File: config.mk
export PLATFORM = sky130hd
export DESIGN_NAME = taganti_responder
export DESIGN_NICKNAME = d
export VERILOG_FILES = /design/src/shared/taganti_pkg.sv /design/src/rtl/taganti_rng.sv /design/src/rtl/taganti_responder.sv
export SDC_FILE = /design/constraint.sdc
export NUM_CORES = 1
export LEC_CHECK = 0
export ABC_AREA = 0
export BUFFER_PORTS_ARGS = -buffer_cell sky130_fd_sc_hd__buf_2
export CAP_MARGIN = 10
export CORE_UTILIZATION = 50
export DETAILED_ROUTE_END_ITERATION = 8
export PLACE_DENSITY_LB_ADDON = 0.1
export SYNTH_ARGS = -nofsm -noshare
export SYNTH_HDL_FRONTEND = slang
export SYNTH_SLANG_ARGS = --single-unit
File: constraint.sdc
create_clock -name mclk -period 3.5 [get_ports mclk]
set_input_delay 0.175 -clock mclk [delete_from_list [all_inputs] [get_ports mclk]]
set_output_delay 0.175 -clock mclk [all_outputs]
set_load 0.05 [all_outputs]
File: src/shared/taganti_pkg.sv
// constants for the tag anticollision responder
package taganti_pkg;
    localparam logic [7:0] CMD_PREFIX = 8'h06;
    localparam logic [7:0] SUB_BEGIN_INV = 8'h00;
    localparam logic [7:0] SUB_SLOT_ZERO = 8'h04;
    localparam logic [3:0] SLOT_CALL_NIBBLE = 4'h6;
    localparam logic [7:0] PICK_CODE = 8'h0e;
    localparam logic [7:0] COMPLETE_CODE = 8'h0f;
    localparam int ID_W = 8;
    localparam int SLOT_W = 4;
    localparam logic [15:0] LFSR_SEED = 16'hace1;
    localparam logic [15:0] LFSR_TAPS = 16'hb400;
    typedef enum logic [2:0] {
        TAGANTI_READY = 3'b000,
        TAGANTI_INVENTORY = 3'b001,
        TAGANTI_SELECTED = 3'b010,
        TAGANTI_DESELECTED = 3'b011,
        TAGANTI_DEACTIVATED = 3'b100
    } taganti_state_t;
endpackage

File: src/rtl/taganti_rng.sv
// free-running galois lfsr supplying random bits to the responder
`timescale 1ns/1ps
`default_nettype none
module taganti_rng
    import taganti_pkg::*;
#(
    parameter int WIDTH = 16
) (
    // clock and reset
    input wire logic mclk,
    input wire logic reset_n,
    // random output
    output logic [WIDTH-1:0] rnd
);
    initial begin
        if (WIDTH != 16) $error("taganti_rng: only 16 bit lfsr supported");
    end
    logic [15:0] lfsr_r;
    wire [15:0] lfsr_nxt = lfsr_r[0] ? ((lfsr_r >> 1) ^ LFSR_TAPS) : (lfsr_r >> 1);
    always_ff @(posedge mclk or negedge reset_n) begin
        if (!reset_n) begin
            lfsr_r <= LFSR_SEED;
        end else begin
            lfsr_r <= lfsr_nxt;
        end
    end
    assign rnd = lfsr_r;
endmodule
`default_nettype wire

File: src/rtl/taganti_responder.sv
// tag-side anticollision responder: state gate, random ids, slot answers
// Function
// - slot commands answered only in inventory
// - ready tag ignores everything but begin-inventory
// - every ready or inventory tag answers begin-inventory
// - ready state holds a random short identifier
// - low identifier nibble is the slot index
// - slot zero call redraws index, answers on zero
// - slot call answers when index matches number
// - command codes 06-00, 06-04, x6
`timescale 1ns/1ps
`default_nettype none
module taganti_responder
    import taganti_pkg::*;
(
    // clock and reset
    input wire logic mclk,
    input wire logic reset_n,
    // decoded request frame from the frame decoder, same clock
    input wire logic cmd_valid,
    input wire logic [7:0] cmd_byte0,
    input wire logic [7:0] cmd_byte1,
    input wire logic cmd_two_bytes,
    // answer request to the frame encoder
    output logic answer_valid,
    output logic [7:0] tag_short_identifier,
    // state view for other blocks
    output logic [2:0] tag_state
);
    taganti_state_t state_r, state_nxt;
    logic [7:0] id_r, id_nxt;
    logic answer_valid_r;
    logic [15:0] rnd;

    taganti_rng #(.WIDTH(16)) u_rng (
        .mclk(mclk),
        .reset_n(reset_n),
        .rnd(rnd)
    );

    // command decode
    wire is_begin_inv = cmd_valid && cmd_two_bytes && cmd_byte0 == CMD_PREFIX
                        && cmd_byte1 == SUB_BEGIN_INV;
    wire is_slot_zero = cmd_valid && cmd_two_bytes && cmd_byte0 == CMD_PREFIX
                        && cmd_byte1 == SUB_SLOT_ZERO;
    // high nibble zero is reserved for the slot zero call
    wire is_slot_call = cmd_valid && !cmd_two_bytes && cmd_byte0[3:0] == SLOT_CALL_NIBBLE
                        && cmd_byte0[7:4] != 4'h0;
    wire [3:0] slot_number_param = cmd_byte0[7:4];
    wire is_pick = cmd_valid && cmd_two_bytes && cmd_byte0 == PICK_CODE;
    wire pick_match = is_pick && cmd_byte1 == id_r;
    wire is_complete = cmd_valid && !cmd_two_bytes && cmd_byte0 == COMPLETE_CODE;
    wire in_inv = state_r == TAGANTI_INVENTORY;
    wire [3:0] new_slot = rnd[3:0];
    wire slot_hit = in_inv && is_slot_call && id_r[3:0] == slot_number_param;
    wire zero_hit = in_inv && is_slot_zero && new_slot == 4'h0;
    wire begin_hit = (state_r == TAGANTI_READY || in_inv) && is_begin_inv;

    always_comb begin
        state_nxt = state_r;
        id_nxt = id_r;
        unique case (state_r)
            TAGANTI_READY: begin
                // only begin-inventory leaves ready
                if (is_begin_inv) begin
                    state_nxt = TAGANTI_INVENTORY;
                    id_nxt = rnd[15:8];
                end else if (!id_loaded_r) begin
                    // ready tag holds a random id from its first cycle
                    id_nxt = rnd[7:0];
                end
            end
            TAGANTI_INVENTORY: begin
                if (is_begin_inv) begin
                    id_nxt = rnd[15:8];
                end else if (is_slot_zero) begin
                    id_nxt = {id_r[7:4], new_slot};
                end else if (pick_match) begin
                    state_nxt = TAGANTI_SELECTED;
                end
            end
            TAGANTI_SELECTED: begin
                if (is_pick && !pick_match) begin
                    state_nxt = TAGANTI_DESELECTED;
                end else if (is_complete) begin
                    state_nxt = TAGANTI_DEACTIVATED;
                end
            end
            TAGANTI_DESELECTED: begin
                if (pick_match) begin
                    state_nxt = TAGANTI_SELECTED;
                end
            end
            TAGANTI_DEACTIVATED: begin
                state_nxt = TAGANTI_DEACTIVATED;
            end
            default: begin
                state_nxt = TAGANTI_READY;
            end
        endcase
    end

    // answer carries the id as it stands after any redraw
    wire answer_nxt = begin_hit || zero_hit || slot_hit;

    logic id_loaded_r;

    always_ff @(posedge mclk or negedge reset_n) begin
        if (!reset_n) begin
            state_r <= TAGANTI_READY;
            id_r <= 8'h00;
            answer_valid_r <= 1'b0;
        end else begin
            state_r <= state_nxt;
            id_r <= id_nxt;
            answer_valid_r <= answer_nxt;
        end
    end

    // power-up id: the lfsr keeps running while in ready, so the first
    // begin-inventory draws a fresh value; ready id is the lfsr snapshot
    always_ff @(posedge mclk or negedge reset_n) begin
        if (!reset_n) begin
            id_loaded_r <= 1'b0;
        end else begin
            id_loaded_r <= 1'b1;
        end
    end

    assign answer_valid = answer_valid_r;
    assign tag_short_identifier = id_r;
    assign tag_state = state_r;

    a_ready_silent: assert property (@(posedge mclk) disable iff (!reset_n)
        (state_r == TAGANTI_READY && !is_begin_inv) |=> !answer_valid_r)
        else $error("ready tag answered a non begin command");
    a_slot_gate: assert property (@(posedge mclk) disable iff (!reset_n)
        ((is_slot_call || is_slot_zero) && !in_inv) |=> !answer_valid_r)
        else $error("slot command answered outside inventory");
    a_begin_answer: assert property (@(posedge mclk) disable iff (!reset_n)
        (is_begin_inv && (state_r == TAGANTI_READY || in_inv)) |=>
        (answer_valid_r && state_r == TAGANTI_INVENTORY))
        else $error("begin-inventory not answered");
    a_zero_index: assert property (@(posedge mclk) disable iff (!reset_n)
        (in_inv && is_slot_zero) |=> (answer_valid_r == (id_r[3:0] == 4'h0)))
        else $error("slot zero answer mismatch");
    a_slot_match: assert property (@(posedge mclk) disable iff (!reset_n)
        (in_inv && is_slot_call) |=> (answer_valid_r == (id_r[3:0] == $past(cmd_byte0[7:4]))))
        else $error("slot call answer mismatch");
    a_slot_keeps: assert property (@(posedge mclk) disable iff (!reset_n)
        (in_inv && is_slot_call) |=> $stable(id_r))
        else $error("slot call changed identifier");
    a_zero_upper: assert property (@(posedge mclk) disable iff (!reset_n)
        (in_inv && is_slot_zero) |=> (id_r[7:4] == $past(id_r[7:4])))
        else $error("slot zero changed upper identifier");
    a_ready_loaded: assert property (@(posedge mclk) disable iff (!reset_n)
        (!id_loaded_r && state_r == TAGANTI_READY && !is_begin_inv) |=> (id_r == $past(rnd[7:0])))
        else $error("ready identifier not drawn");
    a_deact_quiet: assert property (@(posedge mclk) disable iff (!reset_n)
        (state_r == TAGANTI_DEACTIVATED) |=> (!answer_valid_r && state_r == TAGANTI_DEACTIVATED))
        else $error("deactivated tag left state");

    c_begin: cover property (@(posedge mclk) disable iff (!reset_n) begin_hit);
    c_zero: cover property (@(posedge mclk) disable iff (!reset_n) zero_hit);
    c_slot: cover property (@(posedge mclk) disable iff (!reset_n) slot_hit);
    c_select: cover property (@(posedge mclk) disable iff (!reset_n) in_inv && pick_match);
endmodule
`default_nettype wire

Word level (Yosys, flattened, before mapping)
Index checks and enable logic that the tools add are counted.

operators by class
  bitwise gates (word level) = 1
  reductions and logical operators = 29
  eq/ne operators = 18
  multiplexer cells = 13

operators with widths
  cell                  count
  $mux W8               3
  $mux W3               6
  $eq A8 B3 Y1 const B  2
  $eq A8 B4 Y1 const B  2
  $logic_and A1 B1 Y1   16
  $mux W16              1
  $pmux W8 S2           1
  $pmux W3 S5           1
  $ne A3 B3 Y1 const B  3
  $eq A8 B8 Y1          1
  $logic_not A8 Y1      1
  $ne A2 B2 Y1 const B  4
  $eq A3 B2 Y1 const B  2
  $reduce_and A3 Y1     2
  $eq A4 B3 Y1 const B  1
  $eq A4 B4 Y1          1
  $logic_not A4 Y1      1
  $mux W4               1
  $not A3 Y4            1
  $reduce_and A4 Y1     1
  $reduce_bool A4 Y1    1
  $eq A3 B1 Y1 const B  1
  $eq A3 B3 Y1 const B  1
  $logic_not A3 Y1      1
  other kinds (3)       6

word-level totals
  output and inout bits = 12
  flip-flop bits (word level) = 29
  input port bits = 20
  word-level logic and storage cells = 67

Depth between registers and ports, before layout
  word-level depth = 7
  gate-level depth with buffers = 6
  mapped depth without buffers = 5

Hierarchy
A second synthesis with hierarchy kept.

unflattened totals
  cell total of the unflattened synthesis = 125
  area, all modules = 1458.9 µm²

by module, submodules not included
  module             times used  cells an instance  seq. area each (µm²)  area an instance (µm²)
  taganti_responder  1           93                 325.3                 924.6
  taganti_rng        1           32                 410.4                 534.3

Least setup slack after synthesis
OpenSTA, ideal clock, no wires.

  path type = register to register
  start point = register state_r[1], in the netlist tag_state[1]
  end point = register id_r[0], in the netlist tag_short_identifier[0]
  required time = 3.377 ns
  path slack = 1.228 ns
  data arrival time = 2.149 ns
  period minus slack after synthesis = 2.272 ns
  cell stages (with the launch flop) = 6
  buffers on the path = 1
  library setup time = 0.123 ns
  cell sequence = dfrtp_1 > nor2_2 > or4b_4 > or4_1 > buf_2 > o221a_1

on the way
  word-level cells in the longest chain between the ends = 3
  elaborated cells on any way between the ends = 7
  those cells by class = 3 x eq/ne; 1 x mux; 3 x reduce/logical

RTL lines
  element                                                              RTL line                  text
  start, declared                                                      taganti_responder.sv:30   taganti_state_t state_r, state_nxt;
  start signal, assigned                                               taganti_responder.sv:114  state_r <= state_nxt;
  $eq A3 B1 Y1 / $logic_not A3 Y1 (equally long branches)              taganti_responder.sv:62   unique case (state_r)
  $ne A3 B3 Y1 (no line) / $reduce_bool A2 Y1 (equally long branches)  n/a
  $reduce_and A3 Y1 (no line)                                          n/a
  end signal, assigned                                                 taganti_responder.sv:115  id_r <= id_nxt;
  end, declared                                                        taganti_responder.sv:31   logic [7:0] id_r, id_nxt;

Parallel ways exist; a longest one is shown, timed or not.
A chain may end at the register's enable or synchronous reset.

Worst setup path after layout
  start point = register state_r[1], in the netlist tag_state[1]
  end point = register id_r[2], in the netlist tag_short_identifier[2]

Same word-level chain as after synthesis.

==> metrics.md <==
| Metric | Value |
|---|---|
| WL per Instance | 16.0 um |
| Global route overflow | 0 |
| Yosys reg bits | 29 |
| Sequential share of the synthesized area | 56.8% |
| CP cell instances | nor2_2 > or4b_4 > a2111oi_1 > or3_1 > o221a_1 |
| IO Pins | 32 |
| Final Max Tran Viols | 0 |
| Fin crit share | 64.5% |
| # Post-CTS Setup Buffers | 0 |
| Final RePlAce weighted congestion | 0.852 |
| Hold_sp | cmd_byte0[0] |
| Max Cap Violations | 0 |
| Setup TNS | 0 ps |
| Antenna viol nets, final | 0 |
| Crit path buf inv count | 0 |
| Initial DRT Pass Iterations | 4 |
| Mapped Cells | 116 |
| Crit start category | register |
| Cts bufs inserted | 5 |
| Finish-stage setup viols | 0 |
| RSZ-0062 raised after global routing | no |
| Cell taking the most area after synthesis | dfrtp_1 |
| Number of inserted diodes | 0 |
| Layout Nets | 174 |
| Worst slew margin | 52.0% |
| Critical Path Sink Type | register |
| Core Box Area | 0.00245 mm2 |
| Ys Warns | 0 |
| WP data required | 3770 ps |
| Fin. Hold Viols | 0 |
| Post-synth top cells | 21 x dfrtp_1, 18 x nor3_1, 9 x nor2_1 |
| Top Family by Delay on Critical Path | simple AND/OR/NAND/NOR gates |
| Setup Skew | 22.7 ps |
| Synth cell types | 31 |
| Via count | 1079 |
| Worst slew pin tran | 718 ps |
| Critical-path top delay cell | a2111oi_1 |
| PD cells | 417 mW/mm2 |
| Post-synth ARST share | 100% |
| Antenna violations before repair | 0 |
| Synth area leaders | dfrtp_1 41%, dfstp_2 16%, nor3_1 6.9% |
| Number of global-route vias before repair | 1019 |
| Kind of critical path | register to register |
| Status | finished clean |
| Die height | 52.9 um |
| Area of the mapped netlist | 0.00130 mm2 |
| P_leak | 0.715 nW |
| Reg-to-Reg Start | tag_state[1]$_DFFE_PN0P_ |
| Fill cell count | 207 |
| Most common cell in the netlist | dfrtp_1 |
| Port bufs | 31 |
| CTS HTree Levels | 2 |
| TritonCTS clock tree | yes |
| CP startpoint | tag_state[1]$_DFFE_PN0P_ |
| Tot GR Track Use | 24.8% |
| Worst EP arrival | 2520 ps |
| Iteration-0 DRC Markers | 22 |
| Die X | 52.9 um |
| Final Critical Period | 2260 ps |
| Clk sinks | 29 |
| First-pass GRT wire length | 4690 um |
| DR vias/cell | 5.83 |
| Yosys top cell area share | 40.5% |
| Max Fanout on Critical Path | 7 |
| Final WL | 2960 um |
| Hold Path Class | input port to register |
| Max incr delay on CP | 700 ps |
| Mean post-synth cell area | 11.2 um2 |
| Drt drc | 0 |
| Rows | 18 |
| Final Total Pwr | 0.649 mW |
| Achievable Freq | 0.443 GHz |
| Initial Util | 52.8% |
| Worst-case clock buffer depth | 2 |
| Worst-Skew Late Latency | 330 ps |
| Post-synth EDFFs | 0 |
| Root buffer cell | clkbuf_4 |
| Syn nets | 136 |
| Top_reg_cell synth | dfrtp_1 |
| Pin count of the biggest net entering global routing | 30 |
| Post-DP HPWL | 2200 um |
| Synth-to-layout area growth | 20.1% |
| Layout cell share with drive strength beyond 1 | 31.0% |
| Die Area | 0.00280 mm2 |
| Worst vdd ir | 0.000312 V |
| Clk pin slew, worst setup/hold paths | 100 ps |
==> where the power goes <==
part	leakage, nW	switching [mW]	internal (mW)
combinational	0.320	0.0543	0.0329
clock	0.0326	0.111	0.0990
sequential	0.362	0.00885	0.342
==> metrics by stage <==
step | setup WS, ps | utilization, % | cells | hold WS [ps] | cell area [um2]
floorplan | 1230 | - | 116 | -121 | 1300
global placement | 1360 | 60.6 | 176 | 211 | 1490
detailed placement | 1280 | 60.6 | 176 | 221 | 1490
CTS | 1250 | 63.4 | 185 | 181 | 1560
global route | 1140 | 63.4 | 185 | 196 | 1560
finish | 1240 | 63.4 | 185 | 195 | 1560
==> per-layer routing <==
metal,track usage (%),wire (um),share of wire [%]
met1,31.2,1300,44
met5,0,0,0
met2,37.8,1440,49
met4,14.5,51,1.7
met3,6.90,167,5.6
==> timing repair <==
| item | in CTS | in global routing |
|---|---|---|
| endpoints found under the hold margin | 21 | 0 |
| gates resized for setup | 0 | 0 |
| hold buffers | 1 | 0 |
==> logic make-up after synthesis <==
logic type | count (synthesis) | synth area share [%]
compound gates | 13 | 8.78
xor+xnor | 14 | 9.46
buf+inv | 4 | 1.25
flops | 29 | 56.8
other cells | 1 | 0.289
simple gates | 55 | 23.5
==> flip-flops by register name (all words and copies together), names as in the netlist <==
register	count
tag_short_identifier	8
answer_valid	1
tag_state	3
id_loaded_r	1
u_rng.rnd	16
==> worst paths after layout <==
| kind | endpoint | slack, ps | cells after the start |
|---|---|---|---|
| min in group asynchronous | tag_short_identifier[0]$_DFFE_PN0P_ | 390 | 2 |
| max in group asynchronous | tag_short_identifier[5]$_DFFE_PN0P_ | 2680 | 2 |
| hold / removal | answer_valid$_DFF_PN0_ | 200 | 3 |
| setup reg to reg | tag_short_identifier[2]$_DFFE_PN0P_ | 1240 | 5 |
| setup / recovery | tag_short_identifier[2]$_DFFE_PN0P_ | 1240 | 5 |
| hold reg to reg | u_rng.rnd[5]$_DFF_PN1_ | 370 | 0 |
==> layout by cell type, fill, tap and decap left out, drive strengths merged <==
cell type	count
a211oi	1
nor3	18
dfstp	8
a2bb2oi	1
nor2	10
or3	4
and2	1
or4	2
nand2	5
inv	2
buf	32
dfrtp	21
nand3b	2
a31oi	1
a2111oi	1
nand4b	2
or4b	1
a21o	1
xnor2	8
nand2b	1
clkbuf	8
dlygate4sd3	1
o21a	1
nor4	7
o21bai	1
a21oi	1
conb	1
nand4	2
o221a	4
o31a	1
xor2	6
==> worst register-to-register path, delay by kind of cell, from the launching register on <==
kind | cells | cell delay (ps)
AO/OA/AOI/OAI | 2 | 870
AND/OR/NAND/NOR | 3 | 870
flip-flops | 1 | 460
==> area by class of cell <==
cell class | count | area, um2 | area share (%)
clock buffers | 8 | 58.8 | 3.78
inverters | 2 | 7.51 | 0.482
multi-input cells | 83 | 544 | 35.0
flip-flops and latches | 29 | 736 | 47.3
well taps | 30 | 37.5 | 2.41
repair buffers | 33 | 173 | 11.1
Note: power is estimated with default switching activity, not from simulation.
